[src/rtl/std_pkg.sv]
// package for the switch telegram decoder: types, codes and timing constants
package std_pkg;
    // value register geometry
    localparam int          NUM_VALUES   = 6;
    localparam int          VAL_W        = 16;
    localparam logic [2:0]  IDX_CURRENT  = 3'h0;    // current_value
    localparam logic [2:0]  IDX_DURATION = 3'h4;    // press_duration_class
    localparam logic [2:0]  IDX_COUNT    = 3'h5;    // telegrams_since_read
    localparam logic [15:0] VAL_RESET    = 16'h0000;
    localparam logic [15:0] CNT_MAX      = 16'hFFFF;
    // bus function that clears the counter on a current_value read
    localparam logic [7:0]  FN_READ_HOLD = 8'h03;
    // lighting-controller raw codes
    localparam logic [7:0]  LC_AUTO      = 8'h30;
    localparam logic [7:0]  LC_MANUAL    = 8'h10;
    localparam logic [7:0]  LC_DIM_UP    = 8'h70;
    localparam logic [7:0]  LC_DIM_DOWN  = 8'h50;
    // detector and handle data byte patterns
    localparam logic [7:0]  DET_ALARM    = 8'h10;
    localparam logic [7:0]  DET_BATT_LOW = 8'h30;
    localparam logic [7:0]  DET_WATER    = 8'h11;
    localparam logic [1:0]  HDL_CLOSED   = 2'h3;    // data[5:4] closed
    localparam logic [1:0]  HDL_TILTED   = 2'h1;    // data[5:4] tilted up
    // field positions in the first data byte
    localparam int          POS_BOW      = 4;       // energy bow, pressed
    localparam int          POS_R1       = 5;       // first rocker action
    localparam int          POS_SECOND   = 0;       // second action valid
    // press duration timing
    localparam int unsigned CLK_HZ       = 200_000_000;
    localparam int unsigned LONG_MS      = 500;
    localparam int unsigned LONG_CYC     = LONG_MS * (CLK_HZ / 1000);

    // equipment_profile selected for a receive channel
    typedef enum logic [3:0] {
        PROF_UNIVERSAL = 4'h0,
        PROF_PUSH      = 4'h1,
        PROF_ROCKER2   = 4'h2,
        PROF_LIGHT     = 4'h3,
        PROF_ROCKER4   = 4'h4,
        PROF_CARD      = 4'h5,
        PROF_ALARM     = 4'h6,
        PROF_WATER     = 4'h7,
        PROF_HANDLE    = 4'h8
    } std_prof_t;

    // press duration states, one-hot
    typedef enum logic [2:0] {
        DUR_REL   = 3'b001,
        DUR_SHORT = 3'b010,
        DUR_LONG  = 3'b100
    } std_dur_t;

    // per-channel configuration
    typedef struct packed {
        logic [7:0] radio_telegram_type;
        std_prof_t  equipment_profile;
    } std_cfg_t;

    // received telegram strobe with its payload
    typedef struct packed {
        logic       stb;
        logic [7:0] ch;
        logic [7:0] radio_telegram_type;
        logic [7:0] first_data_byte;
        logic [7:0] status;
    } std_tg_t;

    // holding-register read request
    typedef struct packed {
        logic       stb;
        logic [7:0] fn;
        logic [7:0] ch;
        logic [2:0] idx;
    } std_rd_t;
endpackage : std_pkg

[src/rtl/std_decoder.sv]
// switch-class telegram decoder with per-channel value registers
//
// Overview of operation
// RULE1 - push button: 1 pressed, history, fourth reserved
// RULE2 - fifth value: released, short, long press
// RULE3 - sixth value counts telegrams since read
// RULE4 - 2-rocker codes 0..4 with two history
// RULE5 - 4-rocker codes 0..8, A-I through D-0
// RULE6 - rockers: fourth value is second action
// RULE7 - lighting variant stores raw controller code
// RULE8 - lighting variant keeps three earlier codes
// RULE9 - card: inserted flag, prior, rest zero
// RULE10 - alarm detector: alarm and low battery
// RULE11 - water detector: water alert flag
// RULE12 - handle: closed/open/tilted, raw byte copy
// RULE13 - accept only matching radio telegram type
// RULE14 - universal: raw data byte and status
// RULE15 - shift history before writing new value
// RULE16 - FN_READ_HOLD read of current_value clears counter, counter saturates
`timescale 1ns/1ps
`default_nettype none
module std_decoder
    import std_pkg::*;
#(
    parameter int          N_CH     = 4,        // receive channels
    parameter int unsigned LONG_CNT = LONG_CYC  // cycles for a long press
) (
    input  wire logic           i_clk_sys,
    input  wire logic           i_arst_n,
    input  wire std_cfg_t       i_cfg [N_CH],
    input  wire std_tg_t        i_tg,
    input  wire std_rd_t        i_rd,
    output logic                o_rd_valid,
    output logic [VAL_W-1:0]    o_rd_data
);
    localparam int CW = (N_CH > 1) ? $clog2(N_CH) : 1;

    // value slots 0..3 stored, slot 4 from duration state, slot 5 counter
    logic [VAL_W-1:0] val_r   [N_CH][4];
    logic [VAL_W-1:0] val_nxt [N_CH][4];
    logic [VAL_W-1:0] cnt_r   [N_CH];      // telegrams since read
    logic [VAL_W-1:0] cnt_nxt [N_CH];
    std_dur_t         dur_r   [N_CH];      // press duration state
    std_dur_t         dur_nxt [N_CH];
    logic [31:0]      tmr_r   [N_CH];      // press length timer
    logic [31:0]      tmr_nxt [N_CH];
    logic             rd_valid_nxt;
    logic [VAL_W-1:0] rd_data_nxt;

    // profiles that carry a press duration value
    function automatic logic has_dur(input std_prof_t p);
        return (p == PROF_PUSH) || (p == PROF_ROCKER2) ||
               (p == PROF_ROCKER4) || (p == PROF_LIGHT);
    endfunction : has_dur

    // duration state to register value
    function automatic logic [VAL_W-1:0] dur_val(input std_dur_t d);
        case (d)
            DUR_SHORT: return 16'h0001;
            DUR_LONG:  return 16'h0002;
            default:   return 16'h0000;
        endcase
    endfunction : dur_val

    // byte to value register, zero extended
    function automatic logic [VAL_W-1:0] ext(input logic [7:0] b);
        return {8'h00, b};
    endfunction : ext

    // read mux for one value register
    function automatic logic [VAL_W-1:0] read_val(
        input logic [VAL_W-1:0] v [4],
        input logic [VAL_W-1:0] c,
        input std_dur_t         d,
        input std_prof_t        p,
        input logic [2:0]       idx
    );
        logic [VAL_W-1:0] r;
        r = 16'h0000;
        if (idx == IDX_COUNT) begin
            r = (p == PROF_CARD) ? 16'h0000 : c;      // [RULE9] [RULE3]
        end else if (idx == IDX_DURATION) begin
            r = has_dur(p) ? dur_val(d) : 16'h0000;   // [RULE2]
        end else if (idx < IDX_DURATION) begin
            // card slots 2 and 3 read zero even before a telegram
            r = (p == PROF_CARD && idx[1]) ? 16'h0000
                                           : v[idx[1:0]];    // [RULE9]
        end
        return r;
    endfunction : read_val

    // next-state logic: timers, bus reads, then telegram decode
    always_comb begin
        logic [CW-1:0]    ch;
        logic [7:0]       db;
        logic             bow;
        logic             hit;
        std_prof_t        p;
        logic [VAL_W-1:0] nv;
        logic [VAL_W-1:0] v4;
        logic             keep4;
        ch           = '0;
        db           = 8'h00;
        bow          = 1'b0;
        hit          = 1'b0;
        p            = PROF_UNIVERSAL;
        nv           = 16'h0000;
        v4           = 16'h0000;
        keep4        = 1'b0;
        val_nxt      = val_r;
        cnt_nxt      = cnt_r;
        dur_nxt      = dur_r;
        tmr_nxt      = tmr_r;
        rd_valid_nxt = 1'b0;
        rd_data_nxt  = o_rd_data;

        // a held press turns long once the timer runs out
        for (int i = 0; i < N_CH; i++) begin
            if (dur_r[i] == DUR_SHORT) begin
                if (tmr_r[i] >= LONG_CNT - 1) begin
                    dur_nxt[i] = DUR_LONG;                     // [RULE2]
                end else begin
                    tmr_nxt[i] = tmr_r[i] + 32'h0000_0001;
                end
            end
        end

        // holding-register read; unmapped channel or index reads zero
        if (i_rd.stb) begin
            rd_valid_nxt = 1'b1;
            rd_data_nxt  = 16'h0000;
            if ({24'h00_0000, i_rd.ch} < 32'(N_CH)) begin
                ch = i_rd.ch[CW-1:0];
                rd_data_nxt = read_val(val_r[ch], cnt_r[ch], dur_r[ch],
                    i_cfg[ch].equipment_profile, i_rd.idx);
                if (i_rd.idx == IDX_CURRENT && i_rd.fn == FN_READ_HOLD) begin
                    cnt_nxt[ch] = 16'h0000;                    // [RULE16]
                end
            end
        end

        // accepted telegram; placed after the read so its count step wins over a same-cycle clear
        if (i_tg.stb && ({24'h00_0000, i_tg.ch} < 32'(N_CH))) begin
            ch  = i_tg.ch[CW-1:0];
            hit = (i_tg.radio_telegram_type ==
                   i_cfg[ch].radio_telegram_type);            // [RULE13]
        end
        if (hit) begin
            p   = i_cfg[ch].equipment_profile;
            db  = i_tg.first_data_byte;
            bow = db[POS_BOW];
            if (cnt_nxt[ch] != CNT_MAX) begin
                cnt_nxt[ch] = cnt_nxt[ch] + 16'h0001;  // [RULE3] [RULE16]
            end
            // press duration follows the energy bow
            if (has_dur(p)) begin
                if (bow) begin
                    dur_nxt[ch] = DUR_SHORT;                   // [RULE2]
                    tmr_nxt[ch] = 32'h0000_0000;
                end else begin
                    dur_nxt[ch] = DUR_REL;                     // [RULE2]
                end
            end
            case (p)
                PROF_PUSH: begin
                    nv = {15'h0000, bow};                      // [RULE1]
                    v4 = 16'h0000;                             // [RULE1]
                end
                PROF_ROCKER2: begin
                    // first rocker action 0..3 maps to codes 1..4
                    nv = bow ? ext({6'h00, db[POS_R1+1 -: 2]} + 8'h01)
                             : 16'h0000;                       // [RULE4]
                    v4 = {15'h0000, db[POS_SECOND]};           // [RULE6]
                end
                PROF_ROCKER4: begin
                    // three-bit action 0..7 maps to codes 1..8
                    nv = bow ? ext({5'h00, db[POS_R1+2 -: 3]} + 8'h01)
                             : 16'h0000;                       // [RULE5]
                    v4 = {15'h0000, db[POS_SECOND]};           // [RULE6]
                end
                PROF_LIGHT: begin
                    // raw action nibble, already 0x30/0x10/0x70/0x50
                    nv    = bow ? ext({db[7:4], 4'h0}) : 16'h0000; // [RULE7]
                    keep4 = 1'b1;                              // [RULE8]
                end
                PROF_CARD: begin
                    nv = {15'h0000, bow};                      // [RULE9]
                end
                PROF_ALARM: begin
                    nv = {15'h0000, db == DET_ALARM};          // [RULE10]
                    v4 = {15'h0000, db == DET_BATT_LOW};       // [RULE10]
                end
                PROF_WATER: begin
                    nv = {15'h0000, db == DET_WATER};          // [RULE11]
                end
                PROF_HANDLE: begin
                    if (db[7:6] == 2'b11 && db[5:4] == HDL_CLOSED) begin
                        nv = 16'h0000;                         // [RULE12]
                    end else if (db[7:6] == 2'b11 &&
                                 db[5:4] == HDL_TILTED) begin
                        nv = 16'h0002;                         // [RULE12]
                    end else begin
                        nv = 16'h0001;                         // [RULE12]
                    end
                    v4 = ext(db);                              // [RULE12]
                end
                default: begin
                    nv = ext(db);                              // [RULE14]
                    v4 = ext(i_tg.status);                     // [RULE14]
                end
            endcase
            // history shift, oldest first, then the new value lands
            case (p)
                PROF_PUSH, PROF_ROCKER2, PROF_ROCKER4: begin
                    val_nxt[ch][2] = val_r[ch][1];             // [RULE15]
                    val_nxt[ch][1] = val_r[ch][0];             // [RULE15]
                    val_nxt[ch][3] = v4;
                end
                PROF_LIGHT: begin
                    val_nxt[ch][3] = keep4 ? val_r[ch][2]
                                           : 16'h0000;         // [RULE8]
                    val_nxt[ch][2] = val_r[ch][1];             // [RULE8]
                    val_nxt[ch][1] = val_r[ch][0];             // [RULE15]
                end
                PROF_CARD: begin
                    val_nxt[ch][1] = val_r[ch][0];             // [RULE9]
                    val_nxt[ch][2] = 16'h0000;                 // [RULE9]
                    val_nxt[ch][3] = 16'h0000;                 // [RULE9]
                end
                PROF_WATER: begin
                    val_nxt[ch][1] = 16'h0000;
                    val_nxt[ch][2] = 16'h0000;
                    val_nxt[ch][3] = 16'h0000;
                end
                default: begin
                    // alarm, handle and raw profiles use the second slot
                    val_nxt[ch][1] = v4;
                    val_nxt[ch][2] = 16'h0000;
                    val_nxt[ch][3] = 16'h0000;
                end
            endcase
            val_nxt[ch][0] = nv;                               // [RULE15]
        end
    end

    // state registers; the array resets to constants only
    always_ff @(posedge i_clk_sys or negedge i_arst_n) begin
        if (!i_arst_n) begin
            for (int i = 0; i < N_CH; i++) begin
                for (int j = 0; j < 4; j++) begin
                    val_r[i][j] <= VAL_RESET;
                end
                cnt_r[i] <= VAL_RESET;
                dur_r[i] <= DUR_REL;
                tmr_r[i] <= 32'h0000_0000;
            end
            o_rd_valid <= 1'b0;
            o_rd_data  <= VAL_RESET;
        end else begin
            val_r      <= val_nxt;
            cnt_r      <= cnt_nxt;
            dur_r      <= dur_nxt;
            tmr_r      <= tmr_nxt;
            o_rd_valid <= rd_valid_nxt;
            o_rd_data  <= rd_data_nxt;
        end
    end
endmodule : std_decoder
`default_nettype wire

[config.mk]
export PLATFORM = sky130hd
export DESIGN_NAME = std_decoder
export DESIGN_NICKNAME = d
export VERILOG_FILES = /design/src/rtl/std_pkg.sv /design/src/rtl/std_decoder.sv
export SDC_FILE = /design/constraint.sdc
export NUM_CORES = 1
export LEC_CHECK = 0
export BUFFER_PORTS_ARGS = -buffer_cell sky130_fd_sc_hd__buf_2
export CAP_MARGIN = 20
export CORE_UTILIZATION = 30
export DETAILED_ROUTE_END_ITERATION = 12
export MAX_ROUTING_LAYER = met4
export SLEW_MARGIN = 20
export SYNTH_ARGS = -nofsm -noshare
export SYNTH_HDL_FRONTEND = slang
export SYNTH_SLANG_ARGS = --single-unit
[constraint.sdc]
create_clock -name i_clk_sys -period 4.9 [get_ports i_clk_sys]
set_input_delay 0.245 -clock i_clk_sys [delete_from_list [all_inputs] [get_ports i_clk_sys]]
set_output_delay 0.245 -clock i_clk_sys [all_outputs]
set_load 0.005 [all_outputs]
==> results of run 1 <==
## registers in the layout, summed over array words and instances (netlist names)
register    cells
val_r         256
tmr_r         128
cnt_r          64
o_rd_data      16
dur_r          12
o_rd_valid      1
## through the flow
| stage | total power [mW] | instance area [um^2] | std cells |
|---|---|---|---|
| finish | 8.64 | 28500 | 3586 |
| global route | 8.93 | 28500 | 3586 |
| CTS | 8.75 | 28500 | 3583 |
| detailed placement | 4.44 | 26600 | 3485 |
| global placement | 4.44 | 26600 | 3485 |
| floorplan | 4.22 | 24700 | 2399 |
## cell families (layout without fill, tap and decap cells)
group / after synthesis / in the layout / synth area share
AND/OR/NAND/NOR: 963 / 963 / 0.185
flip-flops: 477 / 477 / 0.483
AO/OA/AOI/OAI: 460 / 460 / 0.109
buffers and inverters: 198 / 322 / 0.0348
multiplexers: 188 / 188 / 0.148
XOR/XNOR: 107 / 107 / 0.0379
adder cells (fa/ha/maj): 6 / 6 / 0.00303
other: 0 / 3 / 0
## per-layer routing
metal | global-route usage | wire (um) | vias to the layer above
li1 | - | - | 8783
met1 | 0.229 | 30300 | 9559
met2 | 0.257 | 32000 | 478
met3 | 0.0298 | 4080 | 97
met4 | 0.0463 | 1480 | 0
met5 | - | 0 | -
## layout make-up
class,instances,area (um^2)
clock inverter,25,390
sequential,477,11900
clock buffer,72,1490
fill,8095,52600
tap,1060,1330
multi-input combinational,1724,12000
timing repair buffer,185,1170
inverter,40,150
antenna,3,7.51
## worst max-delay path by stage
stage / end / depth (start not counted)
global placement: val_r[65]$_DFFE_PN0P_ / 13
finish: cnt_r[31]$_DFF_PN0_ / 14
CTS: cnt_r[31]$_DFF_PN0_ / 14
floorplan: cnt_r[12]$_DFF_PN0_ / 14
global route: cnt_r[31]$_DFF_PN0_ / 14
detailed placement: cnt_r[31]$_DFF_PN0_ / 14
## synthesized netlist by cell type, types with 5 or more instances
library cell,n,area share
nand2_1,357,0.054
and2_1,35,0.0089
and4_1,10,0.0035
mux4_2,139,0.13
nand2b_1,9,0.0023
o21ai_0,190,0.038
xor2_1,43,0.015
nor4_1,11,0.0028
nor2b_1,36,0.0091
and3_1,26,0.0066
xnor2_1,64,0.023
ha_1,6,0.0030
dfrtp_1,473,0.48
nand3_1,152,0.031
o31ai_1,5,0.0015
o22ai_1,23,0.0058
nor2_1,192,0.029
inv_1,40,0.0061
a22oi_1,18,0.0055
nor3_1,39,0.0079
a21oi_1,89,0.018
a31o_2,5,0.0018
mux2_2,10,0.0046
a31oi_1,17,0.0043
a21boi_0,5,0.0015
nor3b_1,10,0.0030
or3_1,27,0.0068
buf_1,10,0.0015
o21ai_1,47,0.0095
or4_1,5,0.0015
nand4_1,24,0.0061
mux2i_1,36,0.015
buf_2,41,0.0083
a221oi_1,7,0.0025
clkbuf_1,98,0.015
o21bai_1,5,0.0015
## power by group through the flow
stage | logic [mW] | registers (mW) | clock network [mW]
6_report | 0.425 | 3.94 | 4.27
5_1_grt | 0.466 | 3.94 | 4.53
4_1_cts | 0.433 | 3.94 | 4.38
3_5_place_dp | 0.431 | 4.01 | 0
3_3_place_gp | 0.430 | 4.01 | 0
2_1_floorplan | 0.207 | 4.01 | 0
## critical path, stage by stage
cell     delay (ns)
buf_2          0.10
nor4_1         0.32
buf_4          0.20
nand3_1        0.27
o21ai_4        0.59
buf_12         0.43
mux2i_1        0.18
nor4_2         0.36
o221a_2        0.30
nand4_2        0.26
o21ai_2        0.44
buf_4          0.32
nand3_1        0.10
o21ai_1        0.14
==> results by group, run 1 <==
Logic synthesis
  – Synth Cell Area: 24,700 um^2
  – Top FF cell, synth: dfrtp_1
  – Post-synth ARST share: 1.00
  – Yosys warns: 0
  – Syn Nets: 2,508
  – Synthesized flop and latch total: 477
  – Post-synthesis cell type count: 88
  – Cells after Synth: 2,399
  – Post-synth EDFFs: 0
  – Syn_area_per_cell: 10.3 um^2
  – Sequential area share after synthesis: 0.483

Hold path
  – Min-Delay Endpoint: o_rd_valid$_DFF_PN0_
  – Hold_sp: i_rd[19]
  – HP Class: primary input to flop
  – Worst hold stages: 2

Global routing
  – Global route overflow: 0
  – All-Layer GR Usage: 0.168
  – Vias in the first global route: 18,600
  – Largest net degree at the start of global routing: 119
  – Initial antenna violation count: 3
  – Global-route wire length before repair: 108 mm

Floorplanning
  – Core Rows: 104
  – Die Y: 289 um
  – Starting Density: 0.305
  – Core Region: 81,100 um^2
  – DIE AREA: 83,600 um^2
  – I/O pins: 120
  – Die width: 289 um

Placed design
  – Post-Place Worst Slack: 0.559 ns
  – Gpl congestion: 0.864
  – HPWL Detailed: 43.9 mm
  – Port Buf Inserts: 119

Power and ir drop
  – Pint: 6.64 mW
  – Clk pwr share: 0.495
  – Logic pwr share: 0.049
  – Net Switching: 2.00 mW
  – Peak VDD IR: 0.264 mV
  – Switching Share: 0.231
  – Power Density: 303 nW/um^2
  – Reg power frac: 0.456
  – Leakage: 11.7 nW

Finish
  – Fin nets: 2,590
  – Most frequent cells in the layout: 473 x dfrtp_1, 352 x nand2_1, 192 x nor2_1
  – Commonest non-fill, non-tap cell in the layout: dfrtp_1
  – Fraction of layout cells with a size suffix above 1: 0.186
  – P&R area growth vs syn: 15.1%
  – Util after Layout: 0.351

Clocking
  – CTS tree: built
  – Post-cts sizing count: 0
  – H-Tree Depth: 2
  – CTS root buf: clkbuf_16
  – Cts-stage hold buffer count: 1
  – CTS sink cnt: 477
  – Clock Latency Late Sink: 0.62 ns
  – Clock Path Buffers: 3
  – Cts bufs inserted: 53
  – Clock transition at path regs: 0.06 ns
  – Post-CTS Setup Bufs: 0

STA
  – Pins Over Slew Limit: 0
  – Final Hold Viols: 0
  – Fin crit share: 0.766
  – Min cycle time layout: 3.75 ns
  – Slew @ Worst Pin: 0.931 ns
  – Fmax achieved: 0.266 GHz
  – Post-route setup TNS: 0 ns
  – Setup ws final: 1.15 ns
  – # setup viols final: 0
  – Worst Skew: 0.0196 ns
  – Relative slew slack: 0.379
  – Unrepaired setup endpoints after global routing: false
  – Worst hold slack: 0.0339 ns

Worst setup path
  – Crit Path Class: primary input to flop
  – Worst Path Required: 5.42 ns
  – WP data arrival: 4.28 ns
  – Worst setup path startpoint: i_rd[10]
  – CP max FO: 55
  – FF-to-FF path depth: 11
  – Setup crit end kind: flop
  – Reg2reg end: tmr_r[16]$_DFF_PN0_
  – Reg-to-Reg Start: tmr_r[0]$_DFF_PN0_
  – Crit start category: primary input
  – Worst reg2reg setup slack: 1.66 ns

Run status
  – Status: completed

Route
  – Drt total wl: 67.9 mm
  – Via Count: 18,900
  – Vias per inst: 5.28
  – DRC violations left: 0
  – Drt wl/cell: 18.9 um
  – Drt pass-1 iters: 5
  – DRT iter0 DRCs: 1,689
  – Number of routed nets with antenna violations: 0

Job
  – Maxcap violations: 0
Note: power is estimated with default switching activity, not from simulation.
==> run 2, diff against run 1 <==
- clock period: 4.9 -> 3.3 ns (I/O delays scaled with it)
==> run 2 against run 1 <==
Net effect: largest cell class unchanged; final area grew 5.0%; critical path depth rose by 1; worst hold slack improved by 0.0012 ns; critical path type unchanged; highest routed layer unchanged.
==> results by group, run 2 (same netlist as run 1, synthesis figures left out) <==
Floorplanning
  – Core Region: 81,100 um^2 (unchanged)
  – Core Rows: 104 (unchanged)
  – Die width: 289 um (unchanged)
  – DIE AREA: 83,600 um^2 (unchanged)
  – I/O pins: 120 (unchanged)
  – Starting Density: 0.305 (unchanged)
  – Die Y: 289 um (unchanged)

Finish
  – Top Registers: val_r (256), tmr_r (128), cnt_r (64)
  – Area of the multi-input gates: 12,100 um^2 (+0.43%)
  – Fill cells: 8,004 (-1.1%)
  – Top reg by flops: val_r
  – P&R area growth vs syn: 20.9%
  – Most frequent cells in the layout: 473 x dfrtp_1, 352 x nand2_1, 192 x nor2_1
  – Max reg flops: 256 (unchanged)
  – Commonest non-fill, non-tap cell in the layout: dfrtp_1
  – Fraction of layout cells with a size suffix above 1: 0.230 (+0.0434)
  – Fin nets: 2,733 (+5.5%)
  – Sequential Area: 11,900 um^2 (unchanged)

Route
  – DRC violations left: 0 (unchanged)
  – Number of routed nets with antenna violations: 0 (unchanged)
  – Drt pass-1 iters: 7 (+2)
  – DRT iter0 DRCs: 1,467 (-13%)
  – Drt total wl: 68.7 mm (+1.2%)
  – Via Count: 19,100 (+1.1%)
  – Vias per inst: 5.12 (-2.8%)
  – Drt wl/cell: 18.4 um (-2.7%)

Power and ir drop
  – Switching Share: 0.227 (-0.00386)
  – Clk pwr share: 0.490 (-0.005)
  – Peak VDD IR: 0.434 mV (+65%)
  – Pint: 9.96 mW (+50%)
  – Leakage: 12.5 nW (+6.9%)
  – Power Density: 431 nW/um^2 (+42%)
  – Net Switching: 2.93 mW (+47%)
  – Logic pwr share: 0.056 (+0.007)
  – Reg power frac: 0.454 (-0.002)

Worst setup path
  – Setup crit end kind: flop
  – Reg2reg end: tmr_r[22]$_DFF_PN0_
  – Reg-to-Reg Start: tmr_r[0]$_DFF_PN0_
  – CP delay by family, top: buffers and inverters
  – Crit path buffers/inverters: 5 (+1)
  – CP max FO: 14 (-75%)
  – WP data arrival: 3.62 ns (-0.66 ns)
  – Crit Path Class: primary input to flop
  – Worst Path Required: 3.83 ns (-1.59 ns)
  – FF-to-FF path depth: 10 (-1)
  – Max stage delay on crit path: 0.55 ns (-0.04 ns)
  – Crit start category: primary input
  – Crit path cell chain: dlygate4sd3_1, buf_2, or3b_2, nor3_4, mux2_4, buf_12, buf_4, nand3_1, a21o_1, a21oi_1, nand4_4, o21ai_4, buf_4, nand3_1, o21ai_0
  – Worst reg2reg setup slack: 0.34 ns (-1.32 ns)
  – Slowest-stage cell, CP: dlygate4sd3_1

Global routing
  – Largest net degree at the start of global routing: 85 (-29%)
  – Met1 layer usage reported by global route: 0.222 (-0.00767)
  – Global route overflow: 0 (unchanged)
  – Layer with the highest usage: met2
  – Vias in the first global route: 18,900 (+2.0%)
  – GR Util met3: 0.0313 (+0.00142)
  – Initial antenna violation count: 1 (-2)
  – Global-route wire length before repair: 109 mm (+0.77%)
  – Met2 usage: 0.265 (+0.00867)
  – All-Layer GR Usage: 0.170 (+0.00187)

STA
  – Slew @ Worst Pin: 0.661 ns (-0.270 ns)
  – Min cycle time layout: 3.08 ns
  – Worst hold slack: 0.0352 ns (+0.00123 ns)
  – Pins Over Slew Limit: 0 (unchanged)
  – Worst Skew: 0.0331 ns (+0.0135 ns)
  – Fmax achieved: 0.324 GHz
  – Fin crit share: 0.935
  – Unrepaired setup endpoints after global routing: false
  – Final Hold Viols: 0 (unchanged)
  – Relative slew slack: 0.558 (+0.179)
  – # setup viols final: 0 (unchanged)
  – Post-route setup TNS: 0 ns (unchanged)

Clocking
  – CTS sink cnt: 477 (unchanged)
  – CTS tree: built
  – H-Tree Depth: 2 (unchanged)
  – Clock Path Buffers: 3 (unchanged)
  – Post-CTS Setup Bufs: 0 (unchanged)
  – CTS root buf: clkbuf_16
  – Clock transition at path regs: 0.06 ns (about the same)
  – Cts bufs inserted: 54 (+1.9%)
  – Clock Latency Late Sink: 0.63 ns (about the same)

Hold path
  – Hold_sp: i_tg[2]
  – Worst hold stages: 4 (+2)
  – Min-Delay Endpoint: val_r[98]$_DFFE_PN0P_
  – HP Class: primary input to flop

Job
  – Maxcap violations: 0 (unchanged)

Placed design
  – Gpl congestion: 0.874 (+1.2%)
  – HPWL Detailed: 46.8 mm (+6.5%)
  – Port Buf Inserts: 119 (unchanged)

Run status
  – Status: completed
## run 2: cell count changes in the layout (fill, tap and decap cells not counted), moves of 3 or more
cell	delta
clkbuf_1	+6
bufinv_16	-3
clkinv_2	-6
buf_12	+25
clkbuf_8	+8
buf_4	+116
## run 2: worst register-to-register path, cell delays in order (launching register included)
cell and delay (ns):
dfrtp_1 0.42, ha_1 0.23, nand3_1 0.11, o211ai_1 0.11, a31o_2 0.26, a21oi_1 0.22
o2111a_1 0.36, nor2b_1 0.20, or3b_2 0.48, or3_1 0.35, a21oi_1 0.15
## run 2: worst max-delay path by stage
stage | end | slack (ns) | from | depth (start not counted)
2_1_floorplan | cnt_r[12]$_DFF_PN0_ | 0.007 | i_tg[28] | 16
3_3_place_gp | cnt_r[29]$_DFF_PN0_ | -0.16 | i_tg[28] | 14
3_5_place_dp | cnt_r[45]$_DFF_PN0_ | -0.25 | i_tg[28] | 14
4_1_cts | tmr_r[50]$_DFF_PN0_ | 0.16 | tmr_r[32]$_DFF_PN0_ | 9
5_1_grt | val_r[36]$_DFFE_PN0P_ | 0.005 | i_rd[19] | 15
6_report | cnt_r[23]$_DFF_PN0_ | 0.22 | i_rd[19] | 15
## run 2: per-layer routing
metal	up-vias	wire length, um
met4	0	2070
met5	-	0
met3	126	3970
met2	440	32500
met1	9494	30200
li1	9056	-
## run 2: repair_timing
item,4_1_cts,5_1_grt
endpoints found under the hold margin,71,0
resized for setup,0,7
endpoints found under the setup margin,0,32
hold buffers,2,0
## run 2: power groups by stage
stage / sequential [mW] / clock, mW / combinational, mW
after CTS: 5.85 / 6.46 / 0.733
after global placement: 5.96 / 0 / 0.728
after detailed placement: 5.96 / 0 / 0.728
after global routing: 5.85 / 6.69 / 0.784
after floorplan: 5.96 / 0 / 0.307
final: 5.85 / 6.32 / 0.719
## run 2: layout make-up
cell class / instances / share of cell area
Antenna cell: 1 / 0.0000837
Clock buffer: 88 / 0.0559
Clock inverter: 13 / 0.00678
Inverter: 40 / 0.00502
Multi-Input combinational cell: 1724 / 0.403
Sequential cell: 477 / 0.399
Tap cell: 1060 / 0.0444
Timing Repair Buffer: 327 / 0.0855
## run 2: stage by stage
step                      instances  instance area [um^2]  power (mW)  setup slack, ns   util
after CTS                      3729                 29800        13.0            0.161  0.368
after global routing           3730                 29900        13.3          0.00509  0.369
final                          3730                 29900        12.9            0.215  0.369
after floorplan                2399                 24700        6.27          0.00686      -
after global placement         3626                 28000        6.69           -0.157  0.345
after detailed placement       3626                 28000        6.69           -0.253  0.345
==> run 3, diff against run 2 <==
- CORE_UTILIZATION: 30 -> 56
- PLACE_DENSITY: default -> 0.77
==> run 3 against run 2 <==
Net effect: count of clock-buffer cells in the layout decreased by 6; maximum frequency increased by 2.0%; wire length grew 3.1%; first-iteration DRC count up 50%; utilization rose by 30 points; non-clock buffer count rose by 3; largest power group is now sequential cells.
==> results by group, run 3 (same netlist as run 1, synthesis figures left out) <==
Finish
  – Commonest non-fill, non-tap cell in the layout: dfrtp_1
  – Top Registers: val_r (256), tmr_r (128), cnt_r (64)
  – Fill cells: 3,237 (-60%)
  – Fin nets: 2,733 (unchanged)
  – Most frequent cells in the layout: 473 x dfrtp_1, 353 x nand2_1, 192 x nor2_1
  – Fraction of layout cells with a size suffix above 1: 0.225 (-0.00474)
  – Sequential Area: 11,900 um^2 (unchanged)
  – Design area: 29,000 um^2 (-2.9%)
  – Area of the multi-input gates: 12,000 um^2 (-0.44%)
  – Top reg by flops: val_r
  – Final non-filler cell total: 3,249 (-13%)
  – P&R area growth vs syn: 17.4%
  – Max reg flops: 256 (unchanged)

Route
  – Drt wl/cell: 21.8 um (+18%)
  – Vias per inst: 6.27 (+22%)
  – Drt pass-1 iters: 6 (-1)
  – Via Count: 20,400 (+6.6%)
  – DRC violations left: 0 (unchanged)
  – DRT iter0 DRCs: 2,199 (+50%)
  – Number of routed nets with antenna violations: 0 (unchanged)
  – Drt total wl: 70.8 mm (+3.1%)

Worst setup path
  – Crit Path Class: primary input to flop
  – CP max FO: 9 (-5)
  – Worst Path Required: 3.80 ns (-0.03 ns)
  – Crit path cell chain: buf_2, or4b_4, or4_4, o21ai_4, buf_4, mux2i_1, mux2i_4, buf_4, nor4_4, buf_4, a21oi_1, nand2b_1, o21ai_0
  – Most frequent CP cell: buf_4
  – Slowest-stage cell, CP: or4b_4
  – Setup crit end kind: flop
  – Crit start category: primary input
  – Max stage delay on crit path: 0.56 ns (about the same)
  – WP data arrival: 3.52 ns (-0.10 ns)

Power and ir drop
  – Reg power frac: 0.480 (+0.026)
  – Leakage: 12.4 nW (-0.96%)
  – Switching Share: 0.231 (+0.00371)
  – Net Switching: 2.81 mW (-3.9%)
  – Pint: 9.38 mW (-5.9%)
  – Power Density: 420 nW/um^2 (-2.6%)
  – Logic pwr share: 0.060 (+0.004)
  – Clk pwr share: 0.460 (-0.030)
  – Peak VDD IR: 0.371 mV (-15%)

STA
  – Relative slew slack: 0.373 (-0.185)
  – Pins Over Slew Limit: 0 (unchanged)
  – Slew @ Worst Pin: 0.937 ns (+0.276 ns)
  – Final Hold Viols: 0 (unchanged)
  – Setup ws final: 0.276 ns (+0.0607 ns)
  – Worst Skew: 0.0413 ns (+0.00814 ns)
  – Min cycle time layout: 3.02 ns (-0.0607 ns)
  – # setup viols final: 0 (unchanged)
  – Fmax achieved: 0.331 GHz (+2.0%)
  – Fin crit share: 0.916 (-0.0184)
  – Unrepaired setup endpoints after global routing: false
  – Worst hold slack: 0.0380 ns (+0.00280 ns)

Floorplanning
  – Die Y: 212 um (-27%)
  – I/O pins: 120 (unchanged)
  – Core Rows: 76 (-27%)
  – DIE AREA: 45,000 um^2 (-46%)
  – Starting Density: 0.570 (+0.265)
  – Core Region: 43,400 um^2 (-47%)
  – Die width: 212 um (-27%)

Placed design
  – Port Buf Inserts: 119 (unchanged)
  – Placed Instance Area: 27,300 um^2 (-2.2%)
  – Cells after DPL: 3,150 (-13%)
  – Post-Place Worst Slack: -0.295 ns (-0.0418 ns)
  – Gpl congestion: 0.966 (+11%)
  – HPWL Detailed: 48.4 mm (+3.4%)

Clocking
  – Clock Path Buffers: 3 (unchanged)
  – Clock Latency Late Sink: 0.62 ns (about the same)
  – Clock transition at path regs: 0.06 ns (about the same)
  – CTS sink cnt: 477 (unchanged)
  – CTS tree: built
  – CTS root buf: clkbuf_16
  – H-Tree Depth: 2 (unchanged)
  – Cts bufs inserted: 51 (-5.6%)

Global routing
  – All-Layer GR Usage: 0.332 (+0.162)
  – Vias in the first global route: 20,500 (+8.2%)
  – Global-route wire length before repair: 112 mm (+2.6%)
  – Largest net degree at the start of global routing: 86 (+1.2%)
  – Initial antenna violation count: 1 (unchanged)
  – Global route overflow: 0 (unchanged)

Job
  – Maxcap violations: 0 (unchanged)

Hold path
  – HP Class: primary input to flop

Run status
  – Status: completed
-- run 3: metal layers --
layer	wire length (um)	vias to the layer above	global-route usage
met2	34500	981	0.531
met3	5510	163	0.0542
met5	0	-	-
met1	28200	10200	0.425
met4	2610	0	0.137
li1	-	9054	-
-- run 3: layout make-up --
cell class	instances	share of cell area
Timing Repair Buffer	330	0.0890
Sequential cell	477	0.411
Inverter	40	0.00517
Clock inverter	10	0.00310
Tap cell	585	0.0252
Multi-Input combinational cell	1724	0.413
Clock buffer	82	0.0528
Antenna cell	1	0.0000862
-- run 3: timing repair --
action	CTS	global route
hold endpoints to repair	88	0
setup buffers	0	2
setup endpoints to repair	0	7
hold buffers	4	0
gates resized for setup	0	1
-- run 3: worst max-delay path: cells and delay by family --
family / cells / cell delay [ns]
multiplexers: 2 / 0.46
buffers and inverters: 4 / 0.78
AND/OR/NAND/NOR: 4 / 1.61
AO/OA/AOI/OAI: 3 / 0.51
-- run 3: worst paths after layout --
| path | start | to | slack, ns | depth (start not counted) |
|---|---|---|---|---|
| worst min-delay path | i_tg[13] | val_r[181]$_DFFE_PN0P_ | 0.04 | 3 |
| worst min register to register | val_r[70]$_DFFE_PN0P_ | val_r[70]$_DFFE_PN0P_ | 0.46 | 2 |
| min in group asynchronous | i_arst_n | cnt_r[48]$_DFF_PN0_ | 0.18 | 2 |
| worst max register to register | tmr_r[34]$_DFF_PN0_ | tmr_r[56]$_DFF_PN0_ | 0.29 | 11 |
| worst max-delay path | i_tg[28] | val_r[246]$_DFFE_PN0P_ | 0.28 | 13 |
| max in group asynchronous | i_arst_n | dur_r[0]$_DFF_PN1_ | 2.08 | 3 |
-- run 3: power groups by stage --
stage,Sequential [mW],Combinational (mW),Clock (mW)
final,5.85,0.734,5.61
after global routing,5.85,0.785,5.88
after CTS,5.85,0.727,5.65
after detailed placement,5.96,0.719,0
after global placement,5.96,0.709,0
after floorplan,5.96,0.307,0
-- run 3: metrics by stage --
stage               total power, mW  setup TNS [ns]   util
floorplan                      6.27               0      -
global placement               6.67          -50.18  0.631
detailed placement             6.68          -74.78  0.631
CTS                            12.2               0  0.669
global route                   12.5               0  0.670
finish                         12.2               0  0.670
